### config.mk
export PLATFORM = sky130hd
export DESIGN_NAME = bias_startup_step_ranging
export DESIGN_NICKNAME = d
export VERILOG_FILES = /design/src/bias_startup_pkg.sv /design/src/range_scale.sv /design/src/settle_timer.sv /design/src/bias_startup_step_ranging.sv
export VERILOG_INCLUDE_DIRS = /design/src
export SDC_FILE = /design/constraint.sdc
export NUM_CORES = 1
export LEC_CHECK = 0
export BUFFER_PORTS_ARGS = -buffer_cell sky130_fd_sc_hd__buf_2
export CAP_MARGIN = 20
export CORE_MARGIN = 2
export CORE_UTILIZATION = 55
export CTS_BUF_LIST = sky130_fd_sc_hd__clkbuf_4 sky130_fd_sc_hd__clkbuf_8
export CTS_CLUSTER_DIAMETER = 120
export DETAILED_ROUTE_END_ITERATION = 16
export GPL_TIMING_DRIVEN = 0
export PLACE_DENSITY = 0.91
export SLEW_MARGIN = 20
export SYNTH_ARGS = -nofsm -noshare
export SYNTH_HDL_FRONTEND = slang
export SYNTH_SLANG_ARGS = --single-unit
### constraint.sdc
create_clock -name i_core_clk -period 13.3 [get_ports i_core_clk]
set_input_delay 0.665 -clock i_core_clk [delete_from_list [all_inputs] [get_ports i_core_clk]]
set_output_delay 0.665 -clock i_core_clk [all_outputs]
set_load 0.005 [all_outputs]
### src/bias_startup_consts.svh
// Register indices, field positions, reset values and timing constants.
`ifndef BIAS_STARTUP_CONSTS_SVH
`define BIAS_STARTUP_CONSTS_SVH

// Register indices; byte address is four times the index
`define IDX_RANGE 10'h0b9
`define IDX_HSTEP 10'h0ba
`define IDX_LSTEP 10'h0bb
`define IDX_THRESH 10'h0c5
`define IDX_CEIL 10'h0ee
`define IDX_STATUS 10'h0f0
`define IDX_MASK 10'h0f1
`define IDX_BIAS 10'h0f2

// Field layout of the range register
`define RANGE_BIAS_LSB 4
`define RANGE_POWER_LSB 0
`define RANGE_LIVE_MASK 8'h77

// Reset and factory default values
`define RANGE_RST 8'h00
`define STEP_RST 8'h00
`define THRESH_RST 8'h00
`define CEIL_RST 8'hff
`define MASK_RST 4'h0
`define BIAS_RST 9'h000

// Status bit positions
`define ST_DONE 0
`define ST_CEIL 1
`define ST_LIMIT 2
`define ST_DENIED 3

// Full-scale references in millivolts
`define BIAS_FS_MV 1250
`define POWER_FS_MV 2500

// Settle time after each bias change
`define CLK_PERIOD_NS 8
`define SETTLE_NS 1000
`define SETTLE_CYCLES ((`SETTLE_NS + `CLK_PERIOD_NS - 1) / `CLK_PERIOD_NS)

// AXI responses
`define RESP_OKAY 2'b00
`define RESP_SLVERR 2'b10
`define RESP_DECERR 2'b11

`endif

### src/bias_startup_pkg.sv
// Types shared by the bias startup and ranging block.
package bias_startup_pkg;

    // Startup sequencer states
    typedef enum logic [1:0] {
        S_HOLD,
        S_STEP,
        S_SEARCH,
        S_RUN
    } state_t;

    // Privilege inputs from the password logic
    typedef struct packed {
        logic upper_password_level;
        logic lower_password_level;
        logic cfg_table_rw_grant;
        logic cfg_table_read_grant;
    } access_t;

    // Range selectors driven to the comparators
    typedef struct packed {
        logic [2:0] bias_range_select;
        logic [2:0] power_loop_range_select;
        logic [11:0] bias_fs_mv;
        logic [11:0] power_fs_mv;
    } range_out_t;

endpackage

### src/range_scale.sv
// Full-scale voltage lookup for one 3-bit quick-trip range selector.
`timescale 1ns/1ps
module range_scale #(
    parameter int FS_MV = 1250
) (
    input wire logic [2:0] i_sel,
    output logic [11:0] o_fs_mv
);
    initial
    begin
        if (FS_MV < 1 || FS_MV > 4095)
            $error("range_scale: FS_MV out of range");
    end

    // Fractions 4/4,4/5,4/6,4/8,4/10,4/12,4/14,4/16, rounded to nearest mV
    always_comb
    begin
        case (i_sel)
            3'h0: o_fs_mv = 12'(FS_MV);
            3'h1: o_fs_mv = 12'((FS_MV * 4 + 2) / 5);
            3'h2: o_fs_mv = 12'((FS_MV * 4 + 3) / 6);
            3'h3: o_fs_mv = 12'((FS_MV * 4 + 4) / 8);
            3'h4: o_fs_mv = 12'((FS_MV * 4 + 5) / 10);
            3'h5: o_fs_mv = 12'((FS_MV * 4 + 6) / 12);
            3'h6: o_fs_mv = 12'((FS_MV * 4 + 7) / 14);
            default: o_fs_mv = 12'((FS_MV * 4 + 8) / 16);
        endcase
    end
endmodule

### src/settle_timer.sv
// Down counter that pulses once a fixed settle time after each start.
`timescale 1ns/1ps
module settle_timer #(
    parameter int CYCLES = 125
) (
    input wire logic i_core_clk,
    input wire logic i_reset,
    input wire logic i_start,
    output logic o_done
);
    localparam int CW = $clog2(CYCLES + 1);
    logic [CW-1:0] count_q;

    initial
    begin
        if (CYCLES < 1)
            $error("settle_timer: CYCLES must be at least one");
    end

    // A new start restarts the wait
    always_ff @(posedge i_core_clk)
    begin
        if (i_reset)
            count_q <= '0;
        else if (i_start)
            count_q <= CW'(CYCLES);
        else if (count_q != '0)
            count_q <= count_q - CW'(1);
    end

    // Not gated by i_start: callers derive the start from done itself
    assign o_done = count_q == CW'(1);
endmodule

### src/bias_startup_step_ranging.sv
// Quick-trip ranging, initial bias step registers and bias startup sequencer.
//
// How it works
// - Range register bits 6:4 pick the bias quick-trip full-scale range.
// - Bias range code 0 gives 1.25 V; code 7 gives 25 percent.
// - Range bits 2:0 pick power-loop quick-trip and loop comparison range.
// - Power range code 0 gives 2.50 V; same fraction ladder, code 3 is 1.25 V.
// - Step register holds bits 8 down to 1 of the step value.
// - Step registers keep contents across power cycles.
// - Step writes need upper level, or lower level with rw grant; reads also read grant.
// - Startup runs at power-on and after every transmit-disable pulse.
// - Temperature above threshold picks high step, below picks low step.
// - Startup adds selected step plus one until power feedback exceeds threshold.
// - Then a binary search on the bias value completes loop startup.
// - A sum above the bias ceiling is not loaded; search starts at once.
// - No bias ceiling alarm while startup stepping runs.
// - Ceiling alarm detection enabled only after the search completes.
`timescale 1ns/1ps
`include "bias_startup_consts.svh"
module bias_startup_step_ranging #(
    parameter int SETTLE_CYCLES = `SETTLE_CYCLES
) (
    input wire logic i_core_clk,
    input wire logic i_reset,
    input wire logic i_nv_init,
    input wire bias_startup_pkg::access_t i_access,
    input wire logic i_tx_disable,
    input wire logic [7:0] i_temperature_index,
    input wire logic i_power_feedback_above,
    input wire logic [11:0] s_axi_awaddr,
    input wire logic s_axi_awvalid,
    output logic s_axi_awready,
    input wire logic [31:0] s_axi_wdata,
    input wire logic [3:0] s_axi_wstrb,
    input wire logic s_axi_wvalid,
    output logic s_axi_wready,
    output logic [1:0] s_axi_bresp,
    output logic s_axi_bvalid,
    input wire logic s_axi_bready,
    input wire logic [11:0] s_axi_araddr,
    input wire logic s_axi_arvalid,
    output logic s_axi_arready,
    output logic [31:0] s_axi_rdata,
    output logic [1:0] s_axi_rresp,
    output logic s_axi_rvalid,
    input wire logic s_axi_rready,
    output bias_startup_pkg::range_out_t o_range,
    output logic [8:0] o_bias_dac,
    output logic o_bias_ceiling_alarm,
    output logic o_startup_busy,
    output logic o_irq
);
    localparam int BIAS_W = 9;

    initial
    begin
        if (SETTLE_CYCLES < 1 || SETTLE_CYCLES > 65535)
            $error("bias_startup_step_ranging: SETTLE_CYCLES out of range");
    end

    // =========================================================
    // Register storage
    // =========================================================
    logic [7:0] range_q;
    logic [7:0] hstep_q;
    logic [7:0] lstep_q;
    logic [7:0] thresh_q;
    logic [7:0] ceil_q;
    logic [3:0] status_q;
    logic [3:0] mask_q;
    bias_startup_pkg::state_t state_q;
    logic [BIAS_W-1:0] bias_q;
    logic [BIAS_W-1:0] result_q;
    logic [BIAS_W-1:0] bit_q;
    logic alarm_q;

    // =========================================================
    // AXI4-Lite write channel
    // =========================================================
    logic aw_held_q;
    logic w_held_q;
    logic [9:0] aw_idx_q;
    logic [7:0] wdata_q;
    logic wstrb0_q;
    logic bvalid_q;
    logic [1:0] bresp_q;
    logic wr_fire;
    logic [1:0] wr_resp;
    logic wr_ok;

    assign s_axi_awready = !aw_held_q && !bvalid_q;
    assign s_axi_wready = !w_held_q && !bvalid_q;
    assign wr_fire = aw_held_q && w_held_q && !bvalid_q;

    // Address and data may arrive in either order; each is held until both are in
    always_ff @(posedge i_core_clk)
    begin
        if (i_reset)
        begin
            aw_held_q <= 1'b0;
            w_held_q <= 1'b0;
            aw_idx_q <= 10'h000;
            wdata_q <= 8'h00;
            wstrb0_q <= 1'b0;
        end
        else
        begin
            if (s_axi_awvalid && s_axi_awready)
            begin
                aw_held_q <= 1'b1;
                aw_idx_q <= s_axi_awaddr[11:2];
            end
            else if (wr_fire)
                aw_held_q <= 1'b0;
            if (s_axi_wvalid && s_axi_wready)
            begin
                w_held_q <= 1'b1;
                wdata_q <= s_axi_wdata[7:0];
                wstrb0_q <= s_axi_wstrb[0];
            end
            else if (wr_fire)
                w_held_q <= 1'b0;
        end
    end

    // Privilege and decode of the held write
    logic step_wr_allowed;
    logic step_rd_allowed;
    assign step_wr_allowed = i_access.upper_password_level
        || (i_access.lower_password_level && i_access.cfg_table_rw_grant);
    assign step_rd_allowed = step_wr_allowed
        || (i_access.lower_password_level && i_access.cfg_table_read_grant);

    always_comb
    begin
        wr_resp = `RESP_OKAY;
        wr_ok = 1'b0;
        case (aw_idx_q)
            `IDX_RANGE:
            begin
                wr_ok = i_access.upper_password_level;
                wr_resp = wr_ok ? `RESP_OKAY : `RESP_SLVERR;
            end
            `IDX_HSTEP, `IDX_LSTEP, `IDX_THRESH, `IDX_CEIL:
            begin
                wr_ok = step_wr_allowed;
                wr_resp = wr_ok ? `RESP_OKAY : `RESP_SLVERR;
            end
            `IDX_STATUS, `IDX_MASK, `IDX_BIAS:
                wr_ok = 1'b1;
            default:
                wr_resp = `RESP_DECERR;
        endcase
    end

    logic wr_do;
    logic wr_denied;
    assign wr_do = wr_fire && wr_ok && wstrb0_q;
    assign wr_denied = wr_fire && (wr_resp == `RESP_SLVERR);

    // Write response stands until the master takes it
    always_ff @(posedge i_core_clk)
    begin
        if (i_reset)
        begin
            bvalid_q <= 1'b0;
            bresp_q <= `RESP_OKAY;
        end
        else if (wr_fire)
        begin
            bvalid_q <= 1'b1;
            bresp_q <= wr_resp;
        end
        else if (s_axi_bready)
            bvalid_q <= 1'b0;
    end

    assign s_axi_bvalid = bvalid_q;
    assign s_axi_bresp = bresp_q;

    // =========================================================
    // AXI4-Lite read channel
    // =========================================================
    logic rvalid_q;
    logic [31:0] rdata_q;
    logic [1:0] rresp_q;
    logic rd_fire;
    logic [9:0] rd_idx;
    logic [7:0] rd_val;
    logic [1:0] rd_resp;
    logic rd_status;

    assign s_axi_arready = !rvalid_q;
    assign rd_fire = s_axi_arvalid && s_axi_arready;
    assign rd_idx = s_axi_araddr[11:2];

    always_comb
    begin
        rd_val = 8'h00;
        rd_resp = `RESP_OKAY;
        case (rd_idx)
            `IDX_RANGE:
            begin
                rd_val = i_access.upper_password_level ? range_q : 8'h00;
                rd_resp = i_access.upper_password_level ? `RESP_OKAY : `RESP_SLVERR;
            end
            `IDX_HSTEP, `IDX_LSTEP, `IDX_THRESH, `IDX_CEIL:
            begin
                rd_resp = step_rd_allowed ? `RESP_OKAY : `RESP_SLVERR;
                if (step_rd_allowed)
                begin
                    case (rd_idx)
                        `IDX_HSTEP: rd_val = hstep_q;
                        `IDX_LSTEP: rd_val = lstep_q;
                        `IDX_THRESH: rd_val = thresh_q;
                        default: rd_val = ceil_q;
                    endcase
                end
            end
            `IDX_STATUS: rd_val = {4'h0, status_q};
            `IDX_MASK: rd_val = {4'h0, mask_q};
            `IDX_BIAS: rd_val = bias_q[8:1];
            default: rd_resp = `RESP_DECERR;
        endcase
    end

    assign rd_status = rd_fire && (rd_idx == `IDX_STATUS);

    // Read data is captured so it stands while rvalid waits for rready
    always_ff @(posedge i_core_clk)
    begin
        if (i_reset)
        begin
            rvalid_q <= 1'b0;
            rdata_q <= 32'h0000_0000;
            rresp_q <= `RESP_OKAY;
        end
        else if (rd_fire)
        begin
            rvalid_q <= 1'b1;
            rdata_q <= {24'h00_0000, rd_val};
            rresp_q <= rd_resp;
        end
        else if (s_axi_rready)
            rvalid_q <= 1'b0;
    end

    assign s_axi_rvalid = rvalid_q;
    assign s_axi_rdata = rdata_q;
    assign s_axi_rresp = rresp_q;

    // =========================================================
    // Nonvolatile configuration
    // =========================================================
    // Not touched by i_reset so contents survive a power cycle; only factory init reloads defaults
    always_ff @(posedge i_core_clk)
    begin
        if (i_nv_init)
        begin
            range_q <= `RANGE_RST;
            hstep_q <= `STEP_RST;
            lstep_q <= `STEP_RST;
            thresh_q <= `THRESH_RST;
            ceil_q <= `CEIL_RST;
        end
        else if (wr_do)
        begin
            case (aw_idx_q)
                `IDX_RANGE: range_q <= wdata_q & `RANGE_LIVE_MASK;
                `IDX_HSTEP: hstep_q <= wdata_q;
                `IDX_LSTEP: lstep_q <= wdata_q;
                `IDX_THRESH: thresh_q <= wdata_q;
                `IDX_CEIL: ceil_q <= wdata_q;
                default: ;
            endcase
        end
    end

    // Interrupt mask
    always_ff @(posedge i_core_clk)
    begin
        if (i_reset)
            mask_q <= `MASK_RST;
        else if (wr_do && aw_idx_q == `IDX_MASK)
            mask_q <= wdata_q[3:0];
    end

    // =========================================================
    // Range outputs
    // =========================================================
    assign o_range.bias_range_select = range_q[`RANGE_BIAS_LSB +: 3];
    assign o_range.power_loop_range_select = range_q[`RANGE_POWER_LSB +: 3];

    range_scale #(.FS_MV(`BIAS_FS_MV)) u_bias_scale (
        .i_sel(o_range.bias_range_select),
        .o_fs_mv(o_range.bias_fs_mv)
    );

    range_scale #(.FS_MV(`POWER_FS_MV)) u_power_scale (
        .i_sel(o_range.power_loop_range_select),
        .o_fs_mv(o_range.power_fs_mv)
    );

    // =========================================================
    // Startup sequencer
    // =========================================================
    logic [7:0] step_sel;
    logic [BIAS_W:0] step_sum;
    logic [BIAS_W:0] ceiling;
    logic over;
    logic load;
    logic settled;
    logic [BIAS_W-1:0] keep_val;
    logic done_evt;
    logic limit_evt;

    // Ties resolve to the low step
    assign step_sel = (i_temperature_index > thresh_q) ? hstep_q : lstep_q;
    // Stored byte is bits 8:1 of the step; the extra one is the 2^0 term
    assign step_sum = {1'b0, bias_q} + {1'b0, step_sel, 1'b0} + 10'h001;
    assign ceiling = {1'b0, ceil_q, 1'b1};
    assign over = step_sum > ceiling;
    assign keep_val = i_power_feedback_above ? result_q : bias_q;

    settle_timer #(.CYCLES(SETTLE_CYCLES)) u_settle (
        .i_core_clk(i_core_clk),
        .i_reset(i_reset),
        .i_start(load),
        .o_done(settled)
    );

    // Every bias change except the final load on entry to S_RUN restarts the settle wait before feedback is judged
    always_comb
    begin
        load = 1'b0;
        case (state_q)
            bias_startup_pkg::S_HOLD: load = !i_tx_disable;
            bias_startup_pkg::S_STEP: load = settled;
            bias_startup_pkg::S_SEARCH: load = settled && !bit_q[0];
            default: load = 1'b0;
        endcase
    end

    assign done_evt = (state_q == bias_startup_pkg::S_SEARCH) && settled && bit_q[0];
    assign limit_evt = (state_q == bias_startup_pkg::S_STEP) && settled
        && !i_power_feedback_above && over;

    // Transmit disable parks the bias; its release restarts from zero
    always_ff @(posedge i_core_clk)
    begin
        if (i_reset || i_tx_disable)
        begin
            state_q <= bias_startup_pkg::S_HOLD;
            bias_q <= `BIAS_RST;
            result_q <= `BIAS_RST;
            bit_q <= 9'h100;
        end
        else
        begin
            case (state_q)
                bias_startup_pkg::S_HOLD:
                begin
                    state_q <= bias_startup_pkg::S_STEP;
                    bias_q <= `BIAS_RST;
                end
                bias_startup_pkg::S_STEP:
                begin
                    if (settled && (i_power_feedback_above || over))
                    begin
                        // Oversized sum is dropped and the search begins
                        state_q <= bias_startup_pkg::S_SEARCH;
                        result_q <= `BIAS_RST;
                        bit_q <= 9'h100;
                        bias_q <= 9'h100;
                    end
                    else if (settled)
                        bias_q <= step_sum[BIAS_W-1:0];
                end
                bias_startup_pkg::S_SEARCH:
                begin
                    if (settled && bit_q[0])
                    begin
                        state_q <= bias_startup_pkg::S_RUN;
                        bias_q <= keep_val;
                    end
                    else if (settled)
                    begin
                        // Keep the trial bit only if feedback stayed below threshold
                        result_q <= keep_val;
                        bit_q <= bit_q >> 1;
                        bias_q <= keep_val | (bit_q >> 1);
                    end
                end
                default: ;
            endcase
        end
    end

    // Ceiling alarm only watched once startup has finished
    always_ff @(posedge i_core_clk)
    begin
        if (i_reset)
            alarm_q <= 1'b0;
        else
            alarm_q <= (state_q == bias_startup_pkg::S_RUN)
                && ({1'b0, bias_q} > ceiling);
    end

    assign o_bias_dac = bias_q;
    assign o_bias_ceiling_alarm = alarm_q;
    assign o_startup_busy = state_q != bias_startup_pkg::S_RUN;

    // =========================================================
    // Interrupt status
    // =========================================================
    logic [3:0] status_set;
    assign status_set = {wr_denied || (rd_fire && rd_resp == `RESP_SLVERR),
        limit_evt, alarm_q, done_evt};

    // Read clears, but an event in the same cycle still lands
    always_ff @(posedge i_core_clk)
    begin
        if (i_reset)
            status_q <= 4'h0;
        else
            status_q <= (rd_status ? 4'h0 : status_q) | status_set;
    end

    assign o_irq = |(status_q & mask_q);

    // =========================================================
    // Checks
    // =========================================================
    a_reserved_zero: assert property (@(posedge i_core_clk) disable iff (i_reset)
        !i_nv_init |=> (range_q[7] == 1'b0 && range_q[3] == 1'b0))
        else $error("reserved range bits set");

    a_range_guard: assert property (@(posedge i_core_clk) disable iff (i_reset)
        (wr_fire && aw_idx_q == `IDX_RANGE && !i_access.upper_password_level
        && !i_nv_init) |=> range_q == $past(range_q) && bresp_q == `RESP_SLVERR)
        else $error("range write without upper level took effect");

    a_step_guard: assert property (@(posedge i_core_clk) disable iff (i_reset)
        (rd_fire && rd_idx == `IDX_HSTEP && !step_rd_allowed)
        |=> rvalid_q && rdata_q == 32'h0 && rresp_q == `RESP_SLVERR)
        else $error("step read without grant answered");

    a_bias_code7: assert property (@(posedge i_core_clk)
        o_range.bias_range_select == 3'h7 |-> o_range.bias_fs_mv == 12'h139)
        else $error("bias range code 7 not 313 mV");

    a_power_code3: assert property (@(posedge i_core_clk)
        o_range.power_loop_range_select == 3'h3 |-> o_range.power_fs_mv == 12'h4e2)
        else $error("power range code 3 not 1250 mV");

    a_step_add: assert property (@(posedge i_core_clk)
        disable iff (i_reset || i_tx_disable)
        (state_q == bias_startup_pkg::S_STEP && settled && !i_power_feedback_above && !over)
        |=> bias_q == $past(step_sum[BIAS_W-1:0]) && state_q == bias_startup_pkg::S_STEP)
        else $error("bias step not applied");

    a_over_search: assert property (@(posedge i_core_clk)
        disable iff (i_reset || i_tx_disable)
        (state_q == bias_startup_pkg::S_STEP && settled && over)
        |=> state_q == bias_startup_pkg::S_SEARCH && bias_q == 9'h100)
        else $error("oversized sum loaded");

    a_no_early_alarm: assert property (@(posedge i_core_clk) disable iff (i_reset)
        $past(state_q) != bias_startup_pkg::S_RUN |-> !o_bias_ceiling_alarm)
        else $error("ceiling alarm during startup");

    a_startup_restart: assert property (@(posedge i_core_clk)
        disable iff (i_reset)
        $fell(i_tx_disable) |=> state_q == bias_startup_pkg::S_STEP && bias_q == 9'h000)
        else $error("startup not restarted");
endmodule

==> metrics.yaml <==
gp_congestion: 0.9349
fp.dieH_um: 116.9
netlist_top_cells_count: "nand2_1 (134), dfxtp_1 (118), nor2_1 (73)"
first_pass_iters: 5
route.detailed.drc: 0
detail_route.wl_per_cell_um: 16.40
worstHoldEndpoint: "s_axi_rvalid"
reg2reg_from: "thresh_q[1]"
vias: 6744
synth_top_area_frac: 0.3367
crit_fanout: 9
synth_edf_count: 0
relSlewSlack: 0.3416
worstMarginPinSlew_ns: 0.9876
hold_class: "in -> reg"
drt_wl_total_um: 19050
nets: 1101
crit_type: "reg -> reg"
synthTopCellsByArea: "dfxtp_1 (34%), mux2i_1 (8.0%), nand2_1 (7.2%), ha_1 (7.0%), nor2_1 (3.9%)"
rsz0062_at_grt: "false"
insertion_delay_ns: 0.45
syn-instance-count: 829
ys_ff_latch: 118
post-synth-top-area-cell: "dfxtp_1"
drtIter0Drc: 608
die_area_um2: 13680
worstReg2RegEnd: "result_q[4]"
gr-total-overflow: 0
netlist_area_um2: 7015
fin_worst_skew_ns: 0.01046
cts_sinks: 118
cts_max_level: 4
cts_buffers: 17
ys_warn_count: 0
nFillCells: 991
fmax_mhz: 162.9
worst_slack_ns: 7.163
fp.dieW_um: 116.9
drv_cap: 0
cts_tree: "built"
synth.most_common_cell: "nand2_1"
rows: 41
finalSetupTns_ns: 0
grt_usage: 0.2775
grt_max_degree: 17
min_period_ns: 6.137
grt_pass1_wl_um: 29730
power_leakage_nw: 3.714
dp_hpwl_um: 13990
post_synth_num_cell_types: 80
antenna_found_initial: 0
ir_drop_mv: 0.07038
vias_per_cell: 5.804
postSynthAreaPerCell_um2: 8.463
fin_crit_sh: 0.4614
grt_pass1_vias: 6120
io-pin-count: 165
cts_hold_buf: 0
initial_core_util: 0.5605
crit_required_ns: 13.61
r2r_cells: 19
post-place-ws_ns: 6.992
post_cts_resized: 0
end_kind: "register"
postCtsSetupBuffers: 0
final-hold-violation-count: 0
power.density_nw_per_um2: 103.7
setup_violations: 0
port_buffers: 107
drive_gt1_frac: 0.2141
area_growth_syn_to_layout_pct: 18.76
status: "completed"
coreArea_um2: 12520
ys_async_sr_fraction: 0
whs_path_depth: 2
synth_sequential_area_ratio: 0.3367
ys.flop_type: "dfxtp_1"
cp.arrival_ns: 6.45
diodes: 0
reg2reg_slack_ns: 7.16
clk_path_buf_depth: 2
cts-root-buf: "clkbuf_8"
min_from: "s_axi_rready"
clkTransAtPathRegs_ns: 0.07
start_kind: "register"
drv_slew: 0
postRouteAntennaNets: 0
## final cells by class
class | count | area, µm² | area share
plain buffers | 63 | 352.8 | 0.04235
repair buffers | 107 | 535.5 | 0.06427
multi-input cells | 640 | 4270 | 0.5125
flip-flops and latches | 118 | 2362 | 0.2835
well taps | 172 | 215.2 | 0.02583
inverters | 32 | 120.1 | 0.01442
clock buffers | 20 | 275.3 | 0.03304
clock inverters | 10 | 200.2 | 0.02403
## state kept, by name, summed over array words and instances (netlist names), 2 cells and up
signal            cells
bit_q                 9
result_q              9
aw_idx_q             10
u_settle.count_q      7
lstep_q               8
s_axi_bresp           2
thresh_q              8
wdata_q               8
hstep_q               8
ceil_q                8
o_bias_dac            9
s_axi_rresp           2
status_q              4
mask_q                4
s_axi_rdata           8
state_q               2
range_q               6
## cells in the final DEF, fill, tap and decap left out, drive strengths merged, types with 4 or more instances in the layout
master / instances
a31oi: 4
or2: 4
clkbuf: 50
o22ai: 10
a21oi: 48
a211oi: 5
bufinv: 6
mux2: 18
a221oi: 6
clkinv: 4
nand4b: 6
a22o: 9
nand2b: 4
xnor2: 7
a21o: 11
nor2: 75
buf: 140
nand4: 5
nor3: 19
nand2: 135
nand3: 23
conb: 25
dfxtp: 118
a22oi: 17
ha: 39
inv: 32
o21ai: 15
or3: 5
mux2i: 56
xor2: 5
a221o: 8
o211ai: 12
a2111oi: 5
and2: 7
nor2b: 6
## critical path, stage by stage (launching register included)
cell	delay, ns
dfxtp_1	0.40
inv_1	0.08
ha_1	0.29
nor2b_1	0.13
o21ai_0	0.08
a21oi_1	0.13
o21bai_1	0.07
a22oi_1	0.76
mux2_2	0.46
fa_1	0.46
a21o_1	0.24
a221oi_1	0.49
o311ai_0	0.32
ha_1	0.39
nand4b_1	0.11
or3_1	0.36
o211a_2	0.15
or3b_4	0.43
o311ai_4	0.46
o22ai_1	0.18
## routing by layer
| metal | track usage | vias up | wire length (µm) |
|---|---|---|---|
| li1 | - | 3223 | - |
| met1 | 0.3288 | 3123 | 7935 |
| met2 | 0.4852 | 333 | 8956 |
| met3 | 0.06540 | 65 | 1445 |
| met4 | 0.1114 | 0 | 715 |
| met5 | 0 | - | 0 |
## how the worst max path moves through the flow
stage | startpoint | to | slack, ns | cells after the start
final | thresh_q[1] | result_q[4] | 7.16 | 19
after global routing | thresh_q[1] | result_q[7] | 6.86 | 19
after CTS | thresh_q[1] | result_q[4] | 7.27 | 19
after detailed placement | i_temperature_index[1] | result_q[4] | 6.99 | 19
after global placement | i_temperature_index[1] | result_q[7] | 7.09 | 19
after floorplan | i_temperature_index[1] | result_q[0] | 8.01 | 18
## cell families after synthesis
logic type                 share of synthesized area
DFF                                           0.3367
xor gates and xnor gates                     0.01498
muxes                                         0.1088
other                                      0.0005345
adders and majority gates                    0.07241
buffers and inverters                        0.06742
AOI/OAI and AO/OA                             0.1798
and+or+nand+nor                               0.2194
## where the power goes
part | switching [mW] | leakage [nW] | internal (mW)
logic | 0.0533 | 2.51 | 0.0373
registers | 0.0129 | 0.957 | 0.364
clock network | 0.144 | 0.244 | 0.254
## stage by stage
stage | area (µm²) | hold slack (ns) | utilization | instances | power (mW)
detailed placement | 7856 | 0.4527 | 0.6276 | 1132 | 0.4723
global placement | 7856 | 0.4453 | 0.6276 | 1132 | 0.4696
floorplan | 7106 | 0.4366 | - | 853 | 0.4427
finish | 8332 | 0.3876 | 0.6656 | 1162 | 0.8643
CTS | 8332 | 0.3879 | 0.6656 | 1162 | 0.8622
global route | 8332 | 0.3873 | 0.6656 | 1162 | 0.8912
(Power assumes the default switching activity.)
